$ cat src/common/otm_pkg.sv
// package: constants, register map and types for the output terminal mapper
package otm_pkg;

  localparam int CLK_HZ = 40000000;
  localparam int TICK_MS = 100;
  localparam int TICK_CYCLES = CLK_HZ / 1000 * TICK_MS;

  localparam logic [9:0] DELAY_MAX = 10'h3E8;
  localparam logic [9:0] DELAY_RST = 10'h000;

  localparam logic [3:0] FUNC_RUN = 4'h0;
  localparam logic [3:0] FUNC_ALARM = 4'h5;
  localparam int FUNC_COUNT = 9;
  localparam logic [3:0] RELAY_FUNC_RST = FUNC_ALARM;
  localparam logic [3:0] TERM_FUNC_RST = FUNC_RUN;
  localparam logic RELAY_POL_RST = 1'b1;

  localparam logic [15:0] FREQ_RST = 16'h0000;

  localparam logic [7:0] ADDR_TERM_FUNC = 8'h00;
  localparam logic [7:0] ADDR_RELAY_FUNC = 8'h04;
  localparam logic [7:0] ADDR_RELAY_POL = 8'h08;
  localparam logic [7:0] ADDR_TERM_RISE = 8'h0C;
  localparam logic [7:0] ADDR_TERM_FALL = 8'h10;
  localparam logic [7:0] ADDR_RELAY_RISE = 8'h14;
  localparam logic [7:0] ADDR_RELAY_FALL = 8'h18;
  localparam logic [7:0] ADDR_START_FREQ = 8'h1C;
  localparam logic [7:0] ADDR_STATUS = 8'h20;

  localparam logic [1:0] RESP_OKAY = 2'h0;
  localparam logic [1:0] RESP_SLVERR = 2'h2;

  typedef struct packed {
    logic [9:0] rise;
    logic [9:0] fall;
  } otm_delay_type;

  typedef enum logic [1:0] {
    RD_IDLE,
    RD_RESP
  } otm_rd_state_type;

endpackage : otm_pkg

$ cat src/core/otm_output_mapper.sv
// file: top of the output terminal mapper with AXI4-Lite registers
//
// Decided for this implementation: the AXI4-Lite slave port and the address map.
`timescale 1ns/1ps
module otm_output_mapper
  import otm_pkg::*;
#(
  parameter int TICK_LEN = TICK_CYCLES
) (
  input wire logic clk,
  input wire logic rst,
  input wire logic [7:0] s_axi_awaddr,
  input wire logic s_axi_awvalid,
  output logic s_axi_awready,
  input wire logic [31:0] s_axi_wdata,
  input wire logic [3:0] s_axi_wstrb,
  input wire logic s_axi_wvalid,
  output logic s_axi_wready,
  output logic [1:0] s_axi_bresp,
  output logic s_axi_bvalid,
  input wire logic s_axi_bready,
  input wire logic [7:0] s_axi_araddr,
  input wire logic s_axi_arvalid,
  output logic s_axi_arready,
  output logic [31:0] s_axi_rdata,
  output logic [1:0] s_axi_rresp,
  output logic s_axi_rvalid,
  input wire logic s_axi_rready,
  input wire logic runMode,
  input wire logic [15:0] outputFreq,
  input wire logic [FUNC_COUNT-1:0] statusFuncs,
  output logic ocTerminalOut_n,
  output logic relayCoil
);
  ////////////////////////////////////////////////////////////////////////////
  initial begin
    if (TICK_LEN < 1) $error("tick length must be at least one cycle");
  end

  logic [3:0] termFunc_r;
  logic [3:0] relayFunc_r;
  logic relayPol_r;
  otm_delay_type termDelay_r;
  otm_delay_type relayDelay_r;
  logic [15:0] startFreq_r;

  logic tick;
  logic runStatus;
  logic [FUNC_COUNT-1:0] funcVec;
  logic termSel;
  logic relaySel;
  logic termFilt;
  logic relayFilt;

  function automatic logic pick(input logic [FUNC_COUNT-1:0] v, input logic [3:0] code);
    pick = (code < 4'(FUNC_COUNT)) ? v[code] : 1'b0;
  endfunction : pick

  function automatic logic [9:0] clampDelay(input logic [31:0] d);
    clampDelay = (d > 32'(DELAY_MAX)) ? DELAY_MAX : d[9:0];
  endfunction : clampDelay

  ////////////////////////////////////////////////////////////////////////////
  // status function selection
  assign runStatus = runMode && (outputFreq > startFreq_r);

  always_comb begin
    funcVec = statusFuncs;
    funcVec[FUNC_RUN] = runStatus;
  end

  assign termSel = pick(funcVec, termFunc_r);
  assign relaySel = pick(funcVec, relayFunc_r);

  otm_tick_gen #(
    .CYCLES(TICK_LEN)
  ) u_tick (
    .clk(clk),
    .rst(rst),
    .tick(tick)
  );

  otm_delay_filter u_term_filt (
    .clk(clk),
    .rst(rst),
    .tick(tick),
    .din(termSel),
    .delay(termDelay_r),
    .dout(termFilt)
  );

  otm_delay_filter u_relay_filt (
    .clk(clk),
    .rst(rst),
    .tick(tick),
    .din(relaySel),
    .delay(relayDelay_r),
    .dout(relayFilt)
  );

  always_ff @(posedge clk) begin
    if (rst) begin
      ocTerminalOut_n <= 1'b1;
      relayCoil <= 1'b0;
    end else begin
      ocTerminalOut_n <= ~termFilt;
      relayCoil <= relayFilt ^ relayPol_r;
    end
  end

  ////////////////////////////////////////////////////////////////////////////
  // write channel: address and data taken in either order
  logic awHeld_r;
  logic wHeld_r;
  logic [7:0] awAddr_r;
  logic [31:0] wData_r;
  logic [3:0] wStrb_r;
  logic doWrite;
  logic wrHit;

  assign doWrite = awHeld_r && wHeld_r && !s_axi_bvalid;

  always_comb begin
    case (awAddr_r)
      ADDR_TERM_FUNC, ADDR_RELAY_FUNC, ADDR_RELAY_POL, ADDR_TERM_RISE,
      ADDR_TERM_FALL, ADDR_RELAY_RISE, ADDR_RELAY_FALL, ADDR_START_FREQ: wrHit = 1'b1;
      default: wrHit = 1'b0;
    endcase
  end

  always_ff @(posedge clk) begin
    if (rst) begin
      awHeld_r <= 1'b0;
      awAddr_r <= 8'h00;
    end else if (s_axi_awready && s_axi_awvalid) begin
      awHeld_r <= 1'b1;
      awAddr_r <= s_axi_awaddr;
    end else if (doWrite) begin
      awHeld_r <= 1'b0;
    end
  end

  always_ff @(posedge clk) begin
    if (rst) begin
      wHeld_r <= 1'b0;
      wData_r <= 32'h0;
      wStrb_r <= 4'h0;
    end else if (s_axi_wready && s_axi_wvalid) begin
      wHeld_r <= 1'b1;
      wData_r <= s_axi_wdata;
      wStrb_r <= s_axi_wstrb;
    end else if (doWrite) begin
      wHeld_r <= 1'b0;
    end
  end

  always_ff @(posedge clk) begin
    if (rst) begin
      s_axi_awready <= 1'b0;
      s_axi_wready <= 1'b0;
    end else begin
      s_axi_awready <= !awHeld_r && !(s_axi_awready && s_axi_awvalid) && !s_axi_bvalid;
      s_axi_wready <= !wHeld_r && !(s_axi_wready && s_axi_wvalid) && !s_axi_bvalid;
    end
  end

  always_ff @(posedge clk) begin
    if (rst) begin
      s_axi_bvalid <= 1'b0;
      s_axi_bresp <= RESP_OKAY;
    end else if (doWrite) begin
      s_axi_bvalid <= 1'b1;
      s_axi_bresp <= wrHit ? RESP_OKAY : RESP_SLVERR;
    end else if (s_axi_bready) begin
      s_axi_bvalid <= 1'b0;
    end
  end

  ////////////////////////////////////////////////////////////////////////////
  // configuration registers
  always_ff @(posedge clk) begin
    if (rst) begin
      termFunc_r <= TERM_FUNC_RST;
      relayFunc_r <= RELAY_FUNC_RST;
      relayPol_r <= RELAY_POL_RST;
      termDelay_r <= '{rise: DELAY_RST, fall: DELAY_RST};
      relayDelay_r <= '{rise: DELAY_RST, fall: DELAY_RST};
      startFreq_r <= FREQ_RST;
    end else if (doWrite && wStrb_r[0]) begin
      case (awAddr_r)
        ADDR_TERM_FUNC: termFunc_r <= wData_r[3:0];
        ADDR_RELAY_FUNC: relayFunc_r <= wData_r[3:0];
        ADDR_RELAY_POL: relayPol_r <= wData_r[0];
        ADDR_TERM_RISE: termDelay_r.rise <= clampDelay(wData_r);
        ADDR_TERM_FALL: termDelay_r.fall <= clampDelay(wData_r);
        ADDR_RELAY_RISE: relayDelay_r.rise <= clampDelay(wData_r);
        ADDR_RELAY_FALL: relayDelay_r.fall <= clampDelay(wData_r);
        ADDR_START_FREQ: startFreq_r <= wStrb_r[1] ? wData_r[15:0] : {startFreq_r[15:8], wData_r[7:0]};
        default: termFunc_r <= termFunc_r;
      endcase
    end
  end

  ////////////////////////////////////////////////////////////////////////////
  // read channel
  otm_rd_state_type rdState_r;
  logic [31:0] rdData;
  logic rdHit;

  always_comb begin
    rdHit = 1'b1;
    case (s_axi_araddr)
      ADDR_TERM_FUNC: rdData = {28'h0, termFunc_r};
      ADDR_RELAY_FUNC: rdData = {28'h0, relayFunc_r};
      ADDR_RELAY_POL: rdData = {31'h0, relayPol_r};
      ADDR_TERM_RISE: rdData = {22'h0, termDelay_r.rise};
      ADDR_TERM_FALL: rdData = {22'h0, termDelay_r.fall};
      ADDR_RELAY_RISE: rdData = {22'h0, relayDelay_r.rise};
      ADDR_RELAY_FALL: rdData = {22'h0, relayDelay_r.fall};
      ADDR_START_FREQ: rdData = {16'h0, startFreq_r};
      ADDR_STATUS: rdData = {27'h0, relayCoil, ~ocTerminalOut_n, relayFilt, termFilt, runStatus};
      default: begin
        rdData = 32'h0;
        rdHit = 1'b0;
      end
    endcase
  end

  always_ff @(posedge clk) begin
    if (rst) begin
      rdState_r <= RD_IDLE;
      s_axi_arready <= 1'b0;
      s_axi_rvalid <= 1'b0;
      s_axi_rdata <= 32'h0;
      s_axi_rresp <= RESP_OKAY;
    end else begin
      case (rdState_r)
        RD_IDLE: begin
          s_axi_arready <= !s_axi_arready;
          if (s_axi_arready && s_axi_arvalid) begin
            s_axi_arready <= 1'b0;
            s_axi_rvalid <= 1'b1;
            s_axi_rdata <= rdData;
            s_axi_rresp <= rdHit ? RESP_OKAY : RESP_SLVERR;
            rdState_r <= RD_RESP;
          end
        end
        RD_RESP: begin
          if (s_axi_rready) begin
            s_axi_rvalid <= 1'b0;
            rdState_r <= RD_IDLE;
          end
        end
        default: rdState_r <= RD_IDLE;
      endcase
    end
  end

endmodule : otm_output_mapper

$ cat src/core/otm_tick_gen.sv
// file: 0.1 s tick generator
`timescale 1ns/1ps
module otm_tick_gen
  import otm_pkg::*;
#(
  parameter int CYCLES = TICK_CYCLES
) (
  input wire logic clk,
  input wire logic rst,
  output logic tick
);
  initial begin
    if (CYCLES < 1) $error("tick period must be at least one cycle");
  end

  logic [31:0] cnt_r;

  always_ff @(posedge clk) begin
    if (rst) begin
      cnt_r <= 32'h0;
      tick <= 1'b0;
    end else if (cnt_r == 32'(CYCLES - 1)) begin
      cnt_r <= 32'h0;
      tick <= 1'b1;
    end else begin
      cnt_r <= cnt_r + 32'h1;
      tick <= 1'b0;
    end
  end
endmodule : otm_tick_gen

$ cat src/core/otm_delay_filter.sv
// file: on/off edge delay filter for one output
`timescale 1ns/1ps
module otm_delay_filter
  import otm_pkg::*;
(
  input wire logic clk,
  input wire logic rst,
  input wire logic tick,
  input wire logic din,
  input otm_delay_type delay,
  output logic dout
);
  logic [9:0] cnt_r;
  logic [9:0] limit;

  assign limit = din ? delay.rise : delay.fall;

  always_ff @(posedge clk) begin
    if (rst) begin
      cnt_r <= 10'h000;
      dout <= 1'b0;
    end else if (din == dout) begin
      cnt_r <= 10'h000;
    end else if (limit == 10'h000) begin
      cnt_r <= 10'h000;
      dout <= din;
    end else if (tick) begin
      if (cnt_r + 10'h001 >= limit) begin
        cnt_r <= 10'h000;
        dout <= din;
      end else begin
        cnt_r <= cnt_r + 10'h001;
      end
    end
  end
endmodule : otm_delay_filter

$ cat config.mk
export PLATFORM = sky130hd
export DESIGN_NAME = otm_output_mapper
export DESIGN_NICKNAME = d
export VERILOG_FILES = /design/src/common/otm_pkg.sv /design/src/core/otm_output_mapper.sv /design/src/core/otm_tick_gen.sv /design/src/core/otm_delay_filter.sv
export SDC_FILE = /design/constraint.sdc
export NUM_CORES = 1
export LEC_CHECK = 0
export BUFFER_PORTS_ARGS = -buffer_cell sky130_fd_sc_hd__buf_2
export CAP_MARGIN = 10
export CORE_AREA = 2 2 159 161
export DETAILED_ROUTE_END_ITERATION = 16
export DIE_AREA = 0 0 161 163
export PLACE_DENSITY = 0.68
export SLEW_MARGIN = 5
export SYNTH_ARGS = -nofsm -noshare
export SYNTH_HDL_FRONTEND = slang
export SYNTH_SLANG_ARGS = --single-unit
$ cat constraint.sdc
create_clock -name clk -period 3.76 [get_ports clk]
set_input_delay 0.188 -clock clk [delete_from_list [all_inputs] [get_ports clk]]
set_output_delay 0.188 -clock clk [all_outputs]
set_load 0.05 [all_outputs]
-- Yosys cells after proc, flatten, opt, wreduce, memory -nomap -nowiden
Memory sizes are Yosys's and may differ from the RTL's. A register that Yosys moved wholly into a read port is not among the register bits.
Cells that the tools add are included.
- bitwise logic cells: 5
- reduce and logical (&&, ||, !) cells: 49
- eq/ne operators: 21
- add/subtract/negate cells: 3
- multiplexer cells: 37
- magnitude comparators: 8
- operators by type and width (kind ; number):
    16-bit one-hot mux with 9 select lines ; 1
    8-bit by 5-bit equality test with 1-bit output, second input constant ; 8
    10-bit two-way mux ; 5
    32-bit by 1-bit adder with 32-bit output, second input constant ; 1
    32-bit by 22-bit equality test with 1-bit output, second input constant ; 1
    8-bit by 4-bit equality test with 1-bit output, second input constant ; 4
    32-bit by 10-bit greater-than comparator with 1-bit output, second input constant ; 1
    1-bit two-way mux ; 21
    10-bit by 1-bit adder with 10-bit output, second input constant ; 2
    10-bit greater-or-equal comparator ; 2
    10-bit logical NOT ; 2
    2-bit AND reduction ; 10
    8-bit by 3-bit equality test with 1-bit output, second input constant ; 2
    16-bit greater-than comparator ; 1
    8-bit logical NOT ; 2
    2-bit nonzero test ; 8
    3-bit AND reduction ; 4
    1-bit logical AND ; 11
    4-bit by 5-bit less-than comparator with 1-bit output, second input constant ; 2
    5-bit two-way mux ; 2
    9-bit OR reduction ; 1
    1-bit binary-select mux with 4-bit select ; 2
    8-bit by 6-bit equality test with 1-bit output, second input constant ; 1
    4-bit less-than comparator, second input constant ; 2
    other kinds (13) ; 27
- flip-flop bits (word level): 209
- memories kept: 1
- memory bits (read-only): 32
- output and inout bits: 43
- word-level logic and storage cells: 155
- input port bits: 85
- memories (name ; words ; width ; read ports ; clocked after memory_dff ; write ports ; line ; source):
    (no name shown) ; 32 ; 1 ; 1 ; 1 ; 0 ; otm_output_mapper.sv:124 ; case (awAddr_r)

-- Depth between registers and ports, before layout
Gate-level depths: netlist (run 1).
- depth in word-level cells: 10
- depth in mapped cells: 17
- mapped depth without buffers: 15

-- Hierarchy
A second synthesis (run 1) with hierarchy kept.
- cells, all modules: 1216
- area total of the unflattened synthesis: 10241.1 sq um
- by module, submodules not included (module ; instances ; cells an instance ; area an instance (sq um) ; sequential area each (sq um)):
    otm_output_mapper ; 1 ; 758 ; 6311.1 ; 2702.6
    otm_delay_filter ; 2 ; 127 ; 1091.0 ; 220.2
    otm_tick_gen ; 1 ; 204 ; 1747.9 ; 660.6

-- Worst setup path after synthesis (run 1)
OpenSTA, ideal clock, no wires.
- path type: flip-flop to flip-flop
- from: reg startFreq_r[14]
- to: reg u_term_filt.cnt_r[2]
- buffers on the path: 2
- arrival: 3.832 ns
- required time: 3.678 ns
- stages on the path, launching flop included: 18
- period minus slack after synthesis: 3.913 ns
- setup time: 0.082 ns
- slack: -0.153 ns
- path through: dfxtp_1 inv_1 ha_1 a21oi_1 nand2_1 a211o_1 or3_1 a31o_2 buf_4 mux2i_1 ha_1 a21o_1 a2111oi_0 o21ai_0 a21oi_1 clkbuf_1 nand4b_1 a22oi_1
- cells in the longest elaborated chain, start to end: 8
- elaborated cells between the ends (all ways): 11
- those cells by class: 2 x order compare; 1 x eq/ne; 5 x mux; 3 x reduce/logical
- RTL lines (what ; line ; source):
    start: declaration ; otm_output_mapper.sv:45 ; logic [15:0] startFreq_r;
    start signal: assignment ; otm_output_mapper.sv:198 ; ADDR_START_FREQ: startFreq_r <= wStrb_r[1] ? wData_r[15:0] : {startFreq_r[15:8], wData_r[7:0]};
    16-bit greater-than comparator (*) ; otm_output_mapper.sv:65 ; assign runStatus = runMode && (outputFreq > startFreq_r);
    1-bit logical AND (*) ; otm_output_mapper.sv:65 ;
    1-bit binary-select mux with 4-bit select (*) ; otm_output_mapper.sv:56 ; pick = (code < 4'(FUNC_COUNT)) ? v[code] : 1'b0;
    1-bit two-way mux (implied by the code) (*) ; otm_output_mapper.sv:56 ;
    1-bit two-way mux (*) ; otm_output_mapper.sv:56 ;
    10-bit two-way mux ; otm_delay_filter.sv:16 ; assign limit = din ? delay.rise : delay.fall;
    10-bit greater-or-equal comparator / 10-bit logical NOT (equally long branches) ; otm_delay_filter.sv:28, otm_delay_filter.sv:24 ;
    10-bit two-way mux / 3-bit OR reduction (equally long branches) ; - ;
    end signal: assignment ; otm_delay_filter.sv:32 ; cnt_r <= cnt_r + 10'h001;
    end: declaration ; otm_delay_filter.sv:13 ; logic [9:0] cnt_r;
Mark *: on every way between the ends. The rest lies on a longest branch, timed or not. The select of a mux whose other input is x is not followed.
A chain may end at the register's enable or synchronous reset.

-- Worst setup path after layout (run 1)
- from: reg startFreq_r[13]
- to: reg u_term_filt.cnt_r[6]
The elaborated chain is that of the path after synthesis.

==> flow_metrics.env, run 1 <==
export IMPL_final_common_cell="nand2_1"
export IMPL_antenna_found_initial=0
export IMPL_clk_latency_ns=0.44
export IMPL_drive_gt1_share_pct=21.2
export IMPL_yosysTopAreaCellShare_pct=39.4
export IMPL_dp_cells=1603
export IMPL_fin_util_pct=49.0
export IMPL_finalClockSkew_ns=0.0124
export IMPL_clkTransAtPathRegs_ns=0.07
export IMPL_synth_edff_count=0
export IMPL_slowest_stage="or3_4"
export IMPL_fin_cells=1682
export IMPL_rsz0062_at_grt="yes"
export IMPL_tightestPinTransition_ns=1.17
export IMPL_routed_wl_um=27700
export IMPL_post_place_ws_ns=-0.240
export IMPL_ant_nets=0
export IMPL_outcome="finished with violations"
export IMPL_synthCells=1179
export IMPL_drt_iter0_drc=659
export IMPL_finalHoldViolCount=0
export IMPL_reg2reg_to="u_term_filt.cnt_r[6]$_SDFFE_PP0P_"
export IMPL_vdd_drop_max_mv=0.313
export IMPL_r2r_slack_ns=-0.03
export IMPL_wl_per_cell_um=16.5
export IMPL_whs_ns=0.00922
export IMPL_holdPathStages=3
export IMPL_ff2ff_path_depth=18
export IMPL_htree_levels=4
export IMPL_fin_crit_sh_pct=101
export IMPL_mostFrequentLayoutCells="nand2_1, dfxtp_1, a21oi_1"
export IMPL_root_buffer="clkbuf_16"
export IMPL_total_power_mw=4.43
export IMPL_ys_flop_type="dfxtp_1"
export IMPL_cts_sinks=190
export IMPL_gp_congestion=0.935
export IMPL_max_stage_delay_ns=0.42
export IMPL_setup_viol=4
export IMPL_cts_max_path_buffers=2
export IMPL_required_ns=4.10
export IMPL_syn_avg_cell_area_um2=8.20
export IMPL_violations="setup timing"
export IMPL_synth_seq_cells=190
export IMPL_ios=128
export IMPL_synth_area_um2=9670
export IMPL_die_h_um=163
export IMPL_hp_class="primary input to flop"
export IMPL_critPathCaptureType="flop"
export IMPL_hold_path_end="awAddr_r[2]$_SDFFE_PP0P_"
export IMPL_die_area_um2=26200
export IMPL_drt_drc_violations_left=0
export IMPL_grt_start_max_net_pins=106
export IMPL_core_um2=24700
export IMPL_post_route_min_period_ns=3.79
export IMPL_fin_ws_ns=-0.0262
export IMPL_rows=58
export IMPL_n_fill_cell=2330
export IMPL_nets=1462
export IMPL_arrival_ns=4.13
export IMPL_dp_hpwl_um=19700
export IMPL_timing_rr_start="startFreq_r[13]$_SDFFE_PP0P_"
export IMPL_ys_async_sr_fraction_pct=0
export IMPL_relSlewSlack_pct=22.1
export IMPL_min_delay_start="s_axi_awaddr[2]"
export IMPL_vias_per_cell=5.42
export IMPL_crit_fanout=6
export IMPL_start_kind="flop"
export IMPL_critical_path_class="flop to flop"
export IMPL_tritoncts="done"
export IMPL_initial_utilization_pct=39.2
export IMPL_area_delta_synth_final_pct=25.1
export IMPL_leakage_nw=4.47
export IMPL_cap_violations=0
export IMPL_synth_cell_types=78
export IMPL_fp_dieW_um=161
export IMPL_vias=9123
export IMPL_grt_overflow_total=0
export IMPL_crit_top_cell="buf_4"
export IMPL_grt_pass1_vias=8787
export IMPL_synth_seq_area_share_pct=39.4
export IMPL_slew_violations=0
export IMPL_yosys_area_top_type="dfxtp_1"
export IMPL_path_cells="inv_2, ha_4, nand4_1, buf_4, nor2_2, a211o_1, or3_4, a31o_4, mux2i_2, ha_1, a21o_1, a2111oi_2, o21ai_1, a21oi_2, buf_4, buf_6, nand4b_1, a22oi_1"
export IMPL_cts_buffers_inserted=17
export IMPL_power_density_nw_per_um2=366
export IMPL_yosysWarnings=0
export IMPL_grt_pass1_wl_um=44100
export IMPL_max_freq_ghz=0.264
export IMPL_globalRouteTotalUtil_pct=20.7
export IMPL_yosys_top_cells_area="dfxtp_1, nand2_1, a21oi_1"
export IMPL_io_buffer_count=106
export IMPL_dr_pass1_iters=5
-- cells in the mapped netlist, drive strengths merged, types with 3 or more instances --
cell and n:
nand3 57, nand3b 5, mux2 9, inv 31
or3 10, and4 5, nand4b 6, and3 11
a211oi 10, a22oi 25, and2 12, ha 39
xor2 21, buf 35, o22ai 4, nor4 23
a21boi 3, or2 4, nor3 17, clkbuf 38
a2111oi 3, nor2 83, a221oi 7, dfxtp 190
nand2b 9, o21ai 30, xnor2 22, a21oi 131
a221o 7, mux2i 31, nand4 11, nor2b 13
mux4 3, a21o 7, o31ai 4, nand2 218
nor3b 6, a31oi 10
-- final cells by class --
type	count	area [um^2]	share of cell area, %
Timing Repair Buffer	196	1330	11.0
Antenna cell	1	2.50	0.0207
Clock buffer	18	439	3.63
Tap cell	330	413	3.41
Clock inverter	14	173	1.43
Inverter	32	120	0.993
Multi-Input combinational cell	901	5810	48.0
Sequential cell	190	3810	31.5
-- logic make-up after synthesis --
logic type	after synthesis	synth area share, %
AND/OR/NAND/NOR	498	24.9
AO/OA/AOI/OAI	260	16.8
flip-flops	190	39.4
buffers and inverters	105	5.01
XOR/XNOR	43	3.90
multiplexers	43	4.96
adder cells (fa/ha/maj)	39	5.05
other	1	0.0388
-- metrics by stage --
| step | setup TNS (ns) | instance area [um^2] |
|---|---|---|
| 4_1_cts | 0 | 11800 |
| 6_report | -0.0430 | 12100 |
| 3_5_place_dp | -3.26 | 10700 |
| 2_1_floorplan | -0.00436 | 9750 |
| 5_1_grt | -3.24 | 12100 |
| 3_3_place_gp | -0.821 | 10700 |
-- per-layer routing --
metal	GRT usage, %	up-vias	wire [um]	part of all wire, %
li1	-	4465	-	-
met1	24.7	4293	11600	42
met2	35.9	297	13200	48
met3	4.81	68	1800	6.5
met4	8.85	0	1060	3.8
met5	0	-	0	0
-- worst max-delay path by stage --
stage                                             from                            endpoint  slack, ns
after floorplan           startFreq_r[14]$_SDFFE_PP0P_   u_term_filt.cnt_r[2]$_SDFFE_PP0P_     -0.004
after global placement    startFreq_r[14]$_SDFFE_PP0P_  u_relay_filt.cnt_r[9]$_SDFFE_PP0P_      -0.11
after detailed placement  startFreq_r[14]$_SDFFE_PP0P_  u_relay_filt.cnt_r[9]$_SDFFE_PP0P_      -0.24
after CTS                  startFreq_r[5]$_SDFFE_PP0P_      u_relay_filt.dout$_SDFFE_PP0P_       0.02
after global routing       startFreq_r[7]$_SDFFE_PP0P_  u_relay_filt.cnt_r[0]$_SDFFE_PP0P_      -0.23
final                     startFreq_r[13]$_SDFFE_PP0P_   u_term_filt.cnt_r[6]$_SDFFE_PP0P_      -0.03
-- report_power, final --
| part | internal [mW] | leakage [nW] | switching (mW) | total, mW |
|---|---|---|---|---|
| Combinational | 0.168 | 2.64 | 0.304 | 0.472 |
| Sequential | 2.05 | 1.54 | 0.0396 | 2.09 |
| Clock | 1.02 | 0.287 | 0.848 | 1.87 |
-- worst max-delay path, delay by kind of cell, from the launching register on --
kind	cells	cell delay, ns
compound gates	7	1.58
simple gates	4	0.67
fa+ha+maj	2	0.52
buf+inv	4	0.43
flops	1	0.34
mux	1	0.15
-- registers in the layout (all words and copies together), names as in the netlist, 2 cells and up, named ones only --
signal and count:
u_tick.cnt_r 32, wData_r 32, relayDelay_r 20, termDelay_r 20, s_axi_rdata 16, startFreq_r 16, u_relay_filt.cnt_r 10, u_term_filt.cnt_r 10
awAddr_r 8, relayFunc_r 4, termFunc_r 4, wStrb_r 2
-- what timing repair did --
item,CTS,global route
pin swaps,12,24
endpoints found under the hold margin,35,0
cloned,1,0
hold buffers,35,0
resized for setup,20,57
setup buffers,5,6
setup endpoints to repair,22,22
No activity file was read; power rests on OpenSTA's default activity.
==> run 2, diff against run 1 <==
--- a/config.mk
+++ b/config.mk
@@ -10,7 +10,7 @@
 export CORE_AREA = 2 2 159 161
 export DETAILED_ROUTE_END_ITERATION = 16
 export DIE_AREA = 0 0 161 163
-export PLACE_DENSITY = 0.68
+export PLACE_DENSITY = 0.55
 export SLEW_MARGIN = 5
 export SYNTH_ARGS = -nofsm -noshare
 export SYNTH_HDL_FRONTEND = slang
==> constraint.sdc (replaced) <==
create_clock -name clk -period 3.8 [get_ports clk]
set_input_delay 0.19 -clock clk [delete_from_list [all_inputs] [get_ports clk]]
set_output_delay 0.19 -clock clk [all_outputs]
set_load 0.05 [all_outputs]
==> run 2 against run 1 <==
Net effect:
- the flow still finishes with violations (setup timing)
- largest power group unchanged
- clock power grew 6%
- global-route usage grew 0.75 points
- routed wire length grew 3.0%
==> flow_metrics.env, run 2 (synthesized netlist as in run 1, its figures left out) <==
export IMPL_finalHoldViolCount=0
export IMPL_leakage_nw=4.47
export IMPL_power_density_nw_per_um2=372
export IMPL_vias_per_cell=5.38
export IMPL_fin_crit_sh_pct=102
export IMPL_critical_path_class="flop to flop"
export IMPL_initial_utilization_pct=39.2
export IMPL_io_buffer_count=106
export IMPL_min_delay_start="s_axi_wdata[3]"
export IMPL_dp_hpwl_um=20400
export IMPL_top_layer="met5"
export IMPL_ant_nets=0
export IMPL_root_buffer="clkbuf_16"
export IMPL_start_kind="flop"
export IMPL_slew_violations=0
export IMPL_globalRouteTotalUtil_pct=21.5
export IMPL_finalClockSkew_ns=0.0195
export IMPL_max_freq_ghz=0.257
export IMPL_timing_rr_start="startFreq_r[14]$_SDFFE_PP0P_"
export IMPL_setup_viol=9
export IMPL_grt_overflow_total=0
export IMPL_cts_sinks=190
export IMPL_grt_start_max_net_pins=73
export IMPL_drt_iter0_drc=499
export IMPL_rows=58
export IMPL_wirelength_met1_um=13300
export IMPL_wl_per_cell_um=17.0
export IMPL_gp_congestion=0.889
export IMPL_intPower_mw=3.19
export IMPL_arrival_ns=4.25
export IMPL_dp_cells=1596
export IMPL_fp_dieW_um=161
export IMPL_vias=9029
export IMPL_post_route_min_period_ns=3.89
export IMPL_top_regs="u_tick.cnt_r: 32 flops, wData_r: 32 flops"
export IMPL_clkTransAtPathRegs_ns=0.09
export IMPL_whs_ns=0.0143
export IMPL_cts_buffers_inserted=17
export IMPL_grt_pass1_wl_um=44900
export IMPL_critPathCaptureType="flop"
export IMPL_dr_pass1_iters=5
export IMPL_mostFrequentLayoutCells="nand2_1, dfxtp_1, a21oi_1"
export IMPL_routed_wl_um=28600
export IMPL_fin_ws_ns=-0.0937
export IMPL_pwr_share_clk_pct=43.8
export IMPL_required_ns=4.15
export IMPL_nets=1457
export IMPL_tightestPinTransition_ns=1.09
export IMPL_vdd_drop_max_mv=0.280
export IMPL_antenna_found_initial=3
export IMPL_swShare_pct=29.4
export IMPL_wl_met2_um=13200
export IMPL_violations="setup timing"
export IMPL_drive_gt1_share_pct=20.1
export IMPL_slowest_stage="or3_4"
export IMPL_drt_drc_violations_left=0
export IMPL_hp_class="primary input to flop"
export IMPL_cts_max_path_buffers=2
export IMPL_path_cells="inv_2, ha_4, buf_4, a21oi_2, nand2_1, a211o_1, or3_4, a31o_4, buf_6, mux2i_2, ha_2, a21o_1, a2111oi_4, o21ai_2, a21oi_2, buf_6, nand4b_1, a22oi_1"
export IMPL_clk_latency_ns=0.45
export IMPL_rsz0062_at_grt="yes"
export IMPL_relSlewSlack_pct=26.9
export IMPL_max_stage_delay_ns=0.44
export IMPL_seqPwrFrac_pct=45.8
export IMPL_power_switching_mw=1.33
export IMPL_crit_fanout=6
export IMPL_htree_levels=4
export IMPL_power_frac_comb_pct=10.4
export IMPL_final_common_cell="nand2_1"
export IMPL_fin_cells=1677
export IMPL_outcome="finished with violations"
export IMPL_die_area_um2=26200
export IMPL_die_h_um=163
export IMPL_area_delta_synth_final_pct=25.6
export IMPL_critPathLaunch="startFreq_r[14]$_SDFFE_PP0P_"
export IMPL_grt_pass1_vias=8452
export IMPL_met3_length_um=1780
export IMPL_cap_violations=0
export IMPL_tritoncts="done"
export IMPL_core_um2=24700
export IMPL_ios=128
[run 2: cell types whose count changed in the layout (fill, tap and decap cells not counted), sizes merged]
cell         change
clkbuf           -2
dlygate4sd3      +6
buf             -10
clkinv           +4
inv              +2
bufinv           -1
clkinvlp         -4
[run 2: layout make-up]
type | instances | area, um^2
multi-input cells | 901 | 5810
flip-flops and latches | 190 | 3810
repair buffers | 191 | 1320
clock inverters | 15 | 240
diodes | 1 | 2.50
fillers | 2398 | 12500
well taps | 330 | 413
inverters | 32 | 120
clock buffers | 17 | 425
[run 2: power by group through the flow]
stage	clock (mW)	sequential (mW)	combinational (mW)
finish	1.98	2.07	0.469
global route	2.09	2.08	0.512
CTS	2.01	2.07	0.452
detailed placement	0	2.12	0.414
global placement	0	2.12	0.415
floorplan	0	2.14	0.259
[run 2: through the flow]
stage	util (%)	setup WS (ns)	power [mW]	setup TNS, ns	cell area [um^2]
after global routing	49.2	-0.237	4.68	-3.58	12100
after detailed placement	42.9	-0.195	2.53	-3.08	10600
after global placement	42.9	-0.0798	2.53	-0.564	10600
after CTS	47.7	0.00367	4.53	0	11800
after floorplan	-	-0.00862	2.40	-0.0361	9730
final	49.2	-0.0937	4.52	-0.218	12100
[run 2: what timing repair did]
| item | 4_1_cts | 5_1_grt |
|---|---|---|
| gates resized for setup | 21 | 64 |
| pin swaps | 9 | 35 |
| setup endpoints to repair | 22 | 22 |
| cloned | 2 | 0 |
| hold buffers | 41 | 0 |
| hold endpoints to repair | 41 | 0 |
| buffers inserted | 1 | 3 |
[run 2: path summary, 6_finish.rpt]
check,endpoint,slack [ns],cells after the start
setup / recovery,u_term_filt.cnt_r[2]$_SDFFE_PP0P_,-0.09,18
hold / removal,wData_r[3]$_SDFFE_PP0P_,0.01,3
setup reg to reg,u_term_filt.cnt_r[2]$_SDFFE_PP0P_,-0.09,18
hold reg to reg,s_axi_bresp[1]$_SDFFE_PP0P_,0.41,1
[run 2: routing by layer]
metal  GRT usage [%]  up-vias
met5               0        -
met4            5.03        2
met3            5.19       35
met2            34.9      254
met1            28.9     4283
li1                -     4455
[run 2: worst max-delay path, delay by kind of cell (launching register included)]
kind            cells  cell delay, ns
buf+inv             4            0.49
flops               1            0.34
fa+ha+maj           2            0.43
mux                 1            0.15
simple gates        3            0.63
compound gates      8            1.76
